## config.mk

```make
export PLATFORM = sky130hd
export DESIGN_NAME = brxc_core_regs
export DESIGN_NICKNAME = d
export VERILOG_FILES = /design/src/brxc_pkg.sv /design/src/brxc_exc_arb.sv /design/src/brxc_core_regs.sv
export VERILOG_INCLUDE_DIRS = /design/src
export SDC_FILE = /design/constraint.sdc
export NUM_CORES = 2
export LEC_CHECK = 0
export BUFFER_PORTS_ARGS = -buffer_cell sky130_fd_sc_hd__buf_2
export CAP_MARGIN = 20
export CORE_MARGIN = 2
export CORE_UTILIZATION = 48
export CTS_CLUSTER_SIZE = 20
export DETAILED_ROUTE_END_ITERATION = 8
export MAX_ROUTING_LAYER = met4
export PLACE_DENSITY = 0.69
export SYNTH_ARGS = -nofsm -noshare
export SYNTH_HDL_FRONTEND = slang
export SYNTH_HIERARCHICAL = 1
export SYNTH_SLANG_ARGS = --single-unit
```

## constraint.sdc

```tcl
create_clock -name CLK -period 6.13 [get_ports CLK]
set_clock_uncertainty 0.1 [all_clocks]
set_input_delay 0.9195 -clock CLK [delete_from_list [all_inputs] [get_ports CLK]]
set_output_delay 0.9195 -clock CLK [all_outputs]
set_load 0.02 [all_outputs]
```

## src/brxc_defs.svh

```systemverilog
`ifndef BRXC_DEFS_SVH
`define BRXC_DEFS_SVH
`define BRXC_XLEN            32
`define BRXC_NUM_GPR         31
`define BRXC_NUM_PSR         6
`define BRXC_NUM_VISIBLE     16
`define BRXC_IDX_SP          4'hD
`define BRXC_IDX_LR          4'hE
`define BRXC_IDX_PC          4'hF
`define BRXC_SW_N            31
`define BRXC_SW_Z            30
`define BRXC_SW_C            29
`define BRXC_SW_V            28
`define BRXC_SW_IRQ_DIS      7
`define BRXC_SW_FIQ_DIS      6
`define BRXC_SW_STATE        5
`define BRXC_SW_MODE_HI      4
`define BRXC_SW_MODE_LO      0
`define BRXC_SW_MASK         32'hF00000FF
`define BRXC_CODE_USER       5'h10
`define BRXC_CODE_FAST       5'h11
`define BRXC_CODE_IRQ        5'h12
`define BRXC_CODE_SUPER      5'h13
`define BRXC_CODE_ABORT      5'h17
`define BRXC_CODE_UNDEF      5'h1B
`define BRXC_CODE_SYSTEM     5'h1F
`define BRXC_SW_RESET        32'h000000D3
`define BRXC_VEC_RESET       32'h00000000
`define BRXC_VEC_UNDEF       32'h00000004
`define BRXC_VEC_TRAP        32'h00000008
`define BRXC_VEC_ABORT       32'h00000010
`define BRXC_VEC_IRQ         32'h00000018
`define BRXC_VEC_FAST        32'h0000001C
`define BRXC_INSN_FULL       32'h00000004
`define BRXC_INSN_COMPACT    32'h00000002
`endif

```

## src/brxc_pkg.sv

```systemverilog
package brxc_pkg;
  typedef enum logic [2:0]
  {
    BRXC_MODE_USER   = 3'h0,
    BRXC_MODE_FAST   = 3'h1,
    BRXC_MODE_IRQ    = 3'h3,
    BRXC_MODE_SUPER  = 3'h2,
    BRXC_MODE_ABORT  = 3'h6,
    BRXC_MODE_UNDEF  = 3'h7,
    BRXC_MODE_SYSTEM = 3'h5
  } brxc_mode_t;

  typedef enum logic [2:0]
  {
    BRXC_EXC_NONE  = 3'h0,
    BRXC_EXC_ABORT = 3'h1,
    BRXC_EXC_FAST  = 3'h2,
    BRXC_EXC_IRQ   = 3'h3,
    BRXC_EXC_UNDEF = 3'h4,
    BRXC_EXC_TRAP  = 3'h5
  } brxc_exc_t;

  typedef enum logic [1:0]
  {
    BRXC_SIZE_BYTE = 2'h0,
    BRXC_SIZE_HALF = 2'h1,
    BRXC_SIZE_WORD = 2'h2
  } brxc_size_t;
endpackage

```

## src/brxc_exc_arb.sv

```systemverilog
`timescale 1ns/1ps
`include "brxc_defs.svh"
module brxc_exc_arb
(
  input  wire logic               abort_req,
  input  wire logic               fast_req,
  input  wire logic               irq_req,
  input  wire logic               undef_req,
  input  wire logic               trap_req,
  input  wire logic [31:0]        status_word,
  output brxc_pkg::brxc_exc_t     winner
);
  // Fixed priority; masked interrupts wait, undef wins over trap when both occur
  always_comb
  begin
    winner = brxc_pkg::BRXC_EXC_NONE;
    if (abort_req)
      winner = brxc_pkg::BRXC_EXC_ABORT;
    else if (fast_req && !status_word[`BRXC_SW_FIQ_DIS])
      winner = brxc_pkg::BRXC_EXC_FAST;
    else if (irq_req && !status_word[`BRXC_SW_IRQ_DIS])
      winner = brxc_pkg::BRXC_EXC_IRQ;
    else if (undef_req)
      winner = brxc_pkg::BRXC_EXC_UNDEF;
    else if (trap_req)
      winner = brxc_pkg::BRXC_EXC_TRAP;
  end
endmodule // brxc_exc_arb

```

## src/brxc_core_regs.sv

```systemverilog
`timescale 1ns/1ps
`include "brxc_defs.svh"
// Behaviour
// - State bit picks 32- or 16-bit instructions
// - Byte, half and word data sizes
// - Seven modes; all but user privileged
// - 31 general plus 6 status registers
// - Sixteen registers visible, chosen by mode
// - Index 15 reads as program counter
// - Call writes return address to index 14
// - Indices 0-7 shared in every mode
// - Indices 8-14 banked by current mode
// - Fast interrupt banks indices 8-12 privately
// - Every exception mode banks indices 13, 14
// - System mode uses user registers, privileged
// - Status word: flags, disables, state, mode
// - Each exception mode saves status word
// - Five exception classes, each own mode
// - Entry saves link and status in target
// - Link locates faulting instruction and return
// - Return restores status word and counter
// - Software or exceptions change the mode
// - Simultaneous exception requests are arbitrated
// - Compact state shares registers 0-7
module brxc_core_regs
#(
  parameter int XLEN = `BRXC_XLEN
)
(
  input  wire logic                   CLK,
  input  wire logic                   SRST,
  input  wire logic [3:0]             RD_A_IDX,
  input  wire logic [3:0]             RD_B_IDX,
  output logic      [XLEN-1:0]        RD_A_DATA,
  output logic      [XLEN-1:0]        RD_B_DATA,
  input  wire logic                   WR_EN,
  input  wire logic [3:0]             WR_IDX,
  input  wire logic [XLEN-1:0]        WR_DATA,
  input  wire logic                   WR_USER_BANK,
  input  wire logic                   ADVANCE,
  input  wire logic                   BRANCH_EN,
  input  wire logic [XLEN-1:0]        BRANCH_TARGET,
  input  wire logic                   CALL_EN,
  input  wire logic                   FLAGS_EN,
  input  wire logic [3:0]             FLAGS_IN,
  input  wire logic                   STATUS_WR_EN,
  input  wire logic                   STATUS_WR_CTRL,
  input  wire logic [XLEN-1:0]        STATUS_WR_DATA,
  input  wire logic                   SAVED_WR_EN,
  input  wire logic [XLEN-1:0]        SAVED_WR_DATA,
  input  wire logic                   EXC_RETURN,
  input  wire logic                   ABORT_REQ,
  input  wire logic                   FAST_REQ,
  input  wire logic                   IRQ_REQ,
  input  wire logic                   UNDEF_REQ,
  input  wire logic                   TRAP_REQ,
  input  wire logic [1:0]             ACCESS_SIZE,
  input  wire logic [XLEN-1:0]        STORE_DATA,
  output logic      [XLEN-1:0]        STORE_LANES,
  output logic      [3:0]             BYTE_EN,
  output logic      [XLEN-1:0]        PC,
  output logic      [XLEN-1:0]        CURRENT_STATUS_WORD,
  output logic      [XLEN-1:0]        SAVED_STATUS_WORD,
  output logic                        COMPACT_STATE,
  output logic                        PRIVILEGED,
  output logic                        MODE_INVALID,
  output logic                        EXC_TAKEN,
  output logic      [2:0]             EXC_CLASS
);
  if (XLEN != 32)
  begin : g_xlen_check
    $error("brxc_core_regs supports only 32-bit data");
  end

  typedef struct packed
  {
    logic [7:0][XLEN-1:0]  low;       // Shared 0-7
    logic [4:0][XLEN-1:0]  hi_main;   // 8-12 for all but fast
    logic [4:0][XLEN-1:0]  hi_fast;   // 8-12 fast private
    logic [5:0][XLEN-1:0]  sp;        // 13: user/sys, fast, irq, super, abort, undef
    logic [5:0][XLEN-1:0]  lr;        // 14, same banking
    logic [XLEN-1:0]       pc;
    logic [XLEN-1:0]       cur;
    logic [4:0][XLEN-1:0]  saved;     // fast, irq, super, abort, undef
    logic                  exc;
    logic [2:0]            cls;
    logic [XLEN-1:0]       rda;
    logic [XLEN-1:0]       rdb;
  } brxc_state_t;

  brxc_state_t         st_r;
  brxc_state_t         st_nxt;
  brxc_pkg::brxc_exc_t winner;

  function automatic brxc_pkg::brxc_mode_t decode_mode(input logic [4:0] code);
    case (code)
      `BRXC_CODE_USER:   decode_mode = brxc_pkg::BRXC_MODE_USER;
      `BRXC_CODE_FAST:   decode_mode = brxc_pkg::BRXC_MODE_FAST;
      `BRXC_CODE_IRQ:    decode_mode = brxc_pkg::BRXC_MODE_IRQ;
      `BRXC_CODE_SUPER:  decode_mode = brxc_pkg::BRXC_MODE_SUPER;
      `BRXC_CODE_ABORT:  decode_mode = brxc_pkg::BRXC_MODE_ABORT;
      `BRXC_CODE_UNDEF:  decode_mode = brxc_pkg::BRXC_MODE_UNDEF;
      `BRXC_CODE_SYSTEM: decode_mode = brxc_pkg::BRXC_MODE_SYSTEM;
      // Unused codes fall back to user banking so no state is corrupted
      default:           decode_mode = brxc_pkg::BRXC_MODE_USER;
    endcase
  endfunction

  // Bank slot for 13/14: 0 is shared by user and system
  function automatic logic [2:0] bank_of(input brxc_pkg::brxc_mode_t m);
    case (m)
      brxc_pkg::BRXC_MODE_FAST:  bank_of = 3'h1;
      brxc_pkg::BRXC_MODE_IRQ:   bank_of = 3'h2;
      brxc_pkg::BRXC_MODE_SUPER: bank_of = 3'h3;
      brxc_pkg::BRXC_MODE_ABORT: bank_of = 3'h4;
      brxc_pkg::BRXC_MODE_UNDEF: bank_of = 3'h5;
      default:                   bank_of = 3'h0;
    endcase
  endfunction

  function automatic logic [XLEN-1:0] read_reg(input brxc_state_t s, input logic [3:0] idx,
                                               input brxc_pkg::brxc_mode_t m,
                                               input logic [XLEN-1:0] pc_ahead);
    logic [2:0] b;
    b = bank_of(m);
    if (idx < 4'h8)
      read_reg = s.low[idx[2:0]];
    else if (idx < `BRXC_IDX_SP)
      read_reg = (m == brxc_pkg::BRXC_MODE_FAST) ? s.hi_fast[3'(idx - 4'h8)]
                                                 : s.hi_main[3'(idx - 4'h8)];
    else if (idx == `BRXC_IDX_SP)
      read_reg = s.sp[b];
    else if (idx == `BRXC_IDX_LR)
      read_reg = s.lr[b];
    else
      read_reg = pc_ahead;
  endfunction

  function automatic logic [2:0] saved_slot(input brxc_pkg::brxc_mode_t m);
    saved_slot = 3'(bank_of(m) - 3'h1);
  endfunction

  brxc_exc_arb u_arb
  (
    .abort_req   (ABORT_REQ),
    .fast_req    (FAST_REQ),
    .irq_req     (IRQ_REQ),
    .undef_req   (UNDEF_REQ),
    .trap_req    (TRAP_REQ),
    .status_word (st_r.cur),
    .winner      (winner)
  );

  always_comb
  begin
    brxc_pkg::brxc_mode_t cm;
    brxc_pkg::brxc_mode_t wm;
    brxc_pkg::brxc_mode_t tm;
    logic [XLEN-1:0]      step;
    logic [XLEN-1:0]      ahead;
    logic [XLEN-1:0]      link;
    logic [XLEN-1:0]      vec;
    logic [4:0]           tcode;
    logic [2:0]           wb;
    logic                 has_saved;
    tm = brxc_pkg::BRXC_MODE_USER;
    link = '0;
    vec = '0;
    tcode = '0;
    st_nxt = st_r;
    cm = decode_mode(st_r.cur[`BRXC_SW_MODE_HI:`BRXC_SW_MODE_LO]);
    step = st_r.cur[`BRXC_SW_STATE] ? `BRXC_INSN_COMPACT : `BRXC_INSN_FULL;
    // Pipeline view: operand reads of 15 see two instructions ahead
    ahead = st_r.pc + step + step;
    has_saved = (bank_of(cm) != 3'h0);
    st_nxt.exc = 1'b0;
    st_nxt.rda = read_reg(st_r, RD_A_IDX, cm, ahead);
    st_nxt.rdb = read_reg(st_r, RD_B_IDX, cm, ahead);
    // Register write; user-bank option serves load-multiple of user registers
    wm = WR_USER_BANK ? brxc_pkg::BRXC_MODE_USER : cm;
    wb = bank_of(wm);
    if (WR_EN)
    begin
      if (WR_IDX < 4'h8)
        st_nxt.low[WR_IDX[2:0]] = WR_DATA;
      else if (WR_IDX < `BRXC_IDX_SP)
      begin
        if (wm == brxc_pkg::BRXC_MODE_FAST)
          st_nxt.hi_fast[3'(WR_IDX - 4'h8)] = WR_DATA;
        else
          st_nxt.hi_main[3'(WR_IDX - 4'h8)] = WR_DATA;
      end
      else if (WR_IDX == `BRXC_IDX_SP)
        st_nxt.sp[wb] = WR_DATA;
      else if (WR_IDX == `BRXC_IDX_LR)
        st_nxt.lr[wb] = WR_DATA;
    end
    if (CALL_EN)
      st_nxt.lr[bank_of(cm)] = st_r.pc + step;
    if (FLAGS_EN)
      st_nxt.cur[`BRXC_SW_N:`BRXC_SW_V] = FLAGS_IN;
    // User mode may change only flags; control byte needs privilege
    if (STATUS_WR_EN)
    begin
      st_nxt.cur[`BRXC_SW_N:`BRXC_SW_V] = STATUS_WR_DATA[`BRXC_SW_N:`BRXC_SW_V];
      if (STATUS_WR_CTRL && cm != brxc_pkg::BRXC_MODE_USER)
        st_nxt.cur[7:0] = STATUS_WR_DATA[7:0];
    end
    if (SAVED_WR_EN && has_saved)
      st_nxt.saved[saved_slot(cm)] = SAVED_WR_DATA & `BRXC_SW_MASK;
    if (WR_EN && WR_IDX == `BRXC_IDX_PC)
      st_nxt.pc = WR_DATA;
    else if (BRANCH_EN)
      st_nxt.pc = BRANCH_TARGET;
    else if (ADVANCE)
      st_nxt.pc = st_r.pc + step;
    // Return: link value in the counter, saved word back into the status word
    if (EXC_RETURN && has_saved)
    begin
      st_nxt.cur = st_r.saved[saved_slot(cm)];
      st_nxt.pc = st_r.lr[bank_of(cm)];
    end
    // Exception entry overrides the counter, mode, state, IRQ-disable, target link and target saved word issued this cycle,
    // and FIQ-disable on fast or abort entry; other register and flag writes still apply
    if (winner != brxc_pkg::BRXC_EXC_NONE)
    begin
      case (winner)
        brxc_pkg::BRXC_EXC_ABORT:
        begin
          tm = brxc_pkg::BRXC_MODE_ABORT; tcode = `BRXC_CODE_ABORT; vec = `BRXC_VEC_ABORT;
        end
        brxc_pkg::BRXC_EXC_FAST:
        begin
          tm = brxc_pkg::BRXC_MODE_FAST; tcode = `BRXC_CODE_FAST; vec = `BRXC_VEC_FAST;
        end
        brxc_pkg::BRXC_EXC_IRQ:
        begin
          tm = brxc_pkg::BRXC_MODE_IRQ; tcode = `BRXC_CODE_IRQ; vec = `BRXC_VEC_IRQ;
        end
        brxc_pkg::BRXC_EXC_UNDEF:
        begin
          tm = brxc_pkg::BRXC_MODE_UNDEF; tcode = `BRXC_CODE_UNDEF; vec = `BRXC_VEC_UNDEF;
        end
        default:
        begin
          tm = brxc_pkg::BRXC_MODE_SUPER; tcode = `BRXC_CODE_SUPER; vec = `BRXC_VEC_TRAP;
        end
      endcase
      // Link is the next instruction; handler adjusts to find the culprit
      link = st_r.pc + step;
      st_nxt.lr[bank_of(tm)] = link;
      st_nxt.saved[saved_slot(tm)] = st_r.cur & `BRXC_SW_MASK;
      st_nxt.cur[`BRXC_SW_MODE_HI:`BRXC_SW_MODE_LO] = tcode;
      st_nxt.cur[`BRXC_SW_STATE] = 1'b0;
      st_nxt.cur[`BRXC_SW_IRQ_DIS] = 1'b1;
      if (tm == brxc_pkg::BRXC_MODE_FAST || tm == brxc_pkg::BRXC_MODE_ABORT)
        st_nxt.cur[`BRXC_SW_FIQ_DIS] = st_r.cur[`BRXC_SW_FIQ_DIS] |
                                       (tm == brxc_pkg::BRXC_MODE_FAST);
      st_nxt.pc = vec;
      st_nxt.exc = 1'b1;
      st_nxt.cls = winner;
    end
    st_nxt.cur = st_nxt.cur & `BRXC_SW_MASK;
    if (SRST)
    begin
      st_nxt = '0;
      st_nxt.cur = `BRXC_SW_RESET;
      st_nxt.pc = `BRXC_VEC_RESET;
    end
  end

  always_ff @(posedge CLK)
  begin
    st_r <= st_nxt;
  end

  // Byte lanes: narrow stores replicated, enables from address-free size only
  always_comb
  begin
    case (brxc_pkg::brxc_size_t'(ACCESS_SIZE))
      brxc_pkg::BRXC_SIZE_BYTE:
      begin
        STORE_LANES = {4{STORE_DATA[7:0]}};
        BYTE_EN = 4'h1;
      end
      brxc_pkg::BRXC_SIZE_HALF:
      begin
        STORE_LANES = {2{STORE_DATA[15:0]}};
        BYTE_EN = 4'h3;
      end
      default:
      begin
        STORE_LANES = STORE_DATA;
        BYTE_EN = 4'hF;
      end
    endcase
  end

  always_comb
  begin
    brxc_pkg::brxc_mode_t om;
    om = decode_mode(st_r.cur[`BRXC_SW_MODE_HI:`BRXC_SW_MODE_LO]);
    RD_A_DATA = st_r.rda;
    RD_B_DATA = st_r.rdb;
    PC = st_r.pc;
    CURRENT_STATUS_WORD = st_r.cur;
    SAVED_STATUS_WORD = (bank_of(om) != 3'h0) ? st_r.saved[saved_slot(om)] : '0;
    COMPACT_STATE = st_r.cur[`BRXC_SW_STATE];
    PRIVILEGED = (st_r.cur[4:0] != `BRXC_CODE_USER);
    MODE_INVALID = (st_r.cur[4:0] != `BRXC_CODE_USER) &&
                   (om == brxc_pkg::BRXC_MODE_USER);
    EXC_TAKEN = st_r.exc;
    EXC_CLASS = st_r.cls;
  end
endmodule // brxc_core_regs

```

==> results.md <==
* Row Count at 133
* Worst EP arrival at 4840 ps
* Post-synth EDFFs at 0
* Max Cap Violations at 0
* Cell family with most CP delay: simple AND/OR/NAND/NOR gates
* Fin. Hold Viols at 0
* Post CTS Setup Buffer Count at 0
* Worst slew pin tran at 1510 ps
* Top Ports at 398
* Final number of setup-violating endpoints at 0
* Core footprint at 132000 um^2
* R2R setup slack at 1030 ps
* Power Total at 20.6 mW
* Routability cong. at 1.02
* Chip Height at 369 um
* Peak fanout along the critical path at 37
* Drt pass-1 iters at 9
* Metal2 WL at 111000 um
* Vias post-DR at 62500
* Clock root cell: clkbuf_16
* Initial core utilization at 0.485
* Most common flop cell mapped by yosys: dfxtp_1
* Post-synth top cells: 2127 x nand2_1, 1232 x dfxtp_1, 1031 x a21oi_1
* CP bufs+invs at 2
* Worst endpoint required time at 5110 ps
* Initial antenna violation count at 36
* Register area share after synthesis at 0.387
* Max H-tree Level at 4
* Buffers on Ports at 336
* CTS tree: done
* Post-synthesis async set-or-reset flop share at 0
* Min cycle time layout at 5860 ps
* Post-DR wirelength/cell at 27.0 um
* Total CTS buffers at 133
* Unrepaired setup endpoints after global routing: no
* TNS Setup at 0 ps
* Run status: complete, but fails checks
* CP Launch Type: register
* Drc violations at 0
* Post-synth top area share at 0.387
* Clock latency at the later pin of the worst-skew pair at 790 ps
* Total track usage at 0.381
* Fin crit share at 0.955
* First-pass GRT wire length at 379000 um
* Drt initial violations at 9766
* Largest net degree at the start of global routing at 202
* Crit-path cells: nand3b_1 -> nor2_4 -> inv_6 -> ha_2 -> and2_1 -> a22o_1 -> a21oi_1 -> a311oi_1 -> buf_2
* VDD IR-drop max at 0.278 mV
* Hold Path Class: reg -> reg
* PostCTS Resize Cnt at 0
* Synth warn at 6
* Synth unique cells at 90
* Total clock sinks at 1232
* Final Net Count at 8002
* Top routing layer used: met4
* Count leader, synth: nand2_1
* Hold buffer count at CTS at 0
* Share of cells above drive strength 1 at 0.136
* Final WL at 261000 um
* Critical-path top delay cell: dfxtp_1
* Fin. max-slew vios at 1
* GRT overflow at 0
* Final ANT Viol Nets at 0
* Max-slew headroom at -0.00541
* WL met1 at 97300 um
* Leak at 25.2 nW
* Detail Placement HPWL at 166000 um
* Min Hold Slack at 352 ps
* Classification of the worst setup path: reg -> out
* Vias in the first global route at 57000
* Mapped cell area at 63800 um^2
* Yosys reg bits at 1232
* Clk buf depth at 3
* Failing checks: slew limit
* Slowest cell delay on critical path at 780 ps
* Routed vias/inst at 6.45
* Critical Path End Type: primary output
* Post-synth top area cell: dfxtp_1
* Die width at 369 um
* Post-synthesis cell count at 8070
* Clock transition at path regs at 60 ps
* Synth area leaders: dfxtp_1 39%, nand2_1 13%, a21oi_1 8.1%, mux4_2 7.5%, mux2i_1 5.9%
* Fmax at 171 MHz
* Die footprint at 136000 um^2
* Util after Layout at 0.532
* Syn Area/Cell at 7.91 um^2
* Pwr/cell area at 295 nW/um^2
* Area growth, synth to finish at 9.86%
* Met3 WL at 34700 um
-- cells by family (layout without fill, tap and decap cells) --
group / Yosys count / count (layout) / synth area share
muxes: 619 / 619 / 0.139
buffers and inverters: 973 / 786 / 0.0668
and+or+nand+nor: 3207 / 3207 / 0.209
AOI/OAI and AO/OA: 1971 / 1971 / 0.187
xor gates and xnor gates: 59 / 59 / 0.00875
DFF: 1232 / 1232 / 0.387
adders and majority gates: 7 / 7 / 0.00161
other: 2 / 47 / 0.000118
-- through the flow --
step / instance area (um^2) / setup WS (ps) / cells
5_1_grt: 70100 / 204 / 9681
3_3_place_gp: 65400 / 1340 / 9413
2_1_floorplan: 63900 / 1290 / 8089
3_5_place_dp: 65400 / 1270 / 9414
4_1_cts: 69900 / 387 / 9651
6_report: 70100 / 274 / 9683
-- sequential cells by signal, summed over array words and instances, names as in the netlist --
signal               flops
EXC_CLASS                3
CURRENT_STATUS_WORD     12
PC                      32
RD_B_DATA               32
EXC_TAKEN                1
RD_A_DATA               32
st_r                  1120
-- layer usage --
metal  track usage  vias up
met3         0.107      942
met5             -        -
met1         0.475    29800
li1              -    27400
met4         0.230        0
met2         0.546     4428
-- path summary, 6_finish.rpt --
check	depth (start not counted)	to	start
max	9	SAVED_STATUS_WORD[26]	CURRENT_STATUS_WORD[0]
max reg2reg	12	RD_B_DATA[25]	CURRENT_STATUS_WORD[5]
min	2	st_r[528]	st_r[528]
min reg2reg	2	st_r[528]	st_r[528]
-- power by group --
| part | total, mW | internal (mW) | switching, mW | leakage (nW) |
|---|---|---|---|---|
| registers | 8.46 | 8.26 | 0.205 | 9.97 |
| clock network | 8.55 | 5.06 | 3.49 | 2.27 |
| logic | 3.64 | 1.00 | 2.64 | 13.0 |
| total | 20.6 | 14.3 | 6.33 | 25.2 |
-- final cells by class --
cell class	count	area, um^2
antenna	26	65.1
clock buffer	194	4040
clock inverter	43	537
fill	12100	61500
inverter	32	125
multi-input combinational	5884	35200
sequential	1232	24700
tap	1755	2200
timing repair buffer	517	3260
-- worst register-to-register path: cells and delay by family, from the launching register on --
family / cells / cell delay [ps]
XOR/XNOR: 2 / 720
AO/OA/AOI/OAI: 2 / 790
flip-flops: 1 / 690
buffers and inverters: 1 / 70
AND/OR/NAND/NOR: 5 / 1680
adder cells (fa/ha/maj): 2 / 890
-- placed cells by master (no fill, tap or decap), drive strengths merged, types with 196 or more instances in the layout --
master	count
a21oi	1031
mux4	212
clkbuf	196
nand3	201
a211oi	225
o21ai	251
nor2	503
nand2	2127
buf	515
dfxtp	1232
mux2i	373
Power figures use the tool's default switching activity.
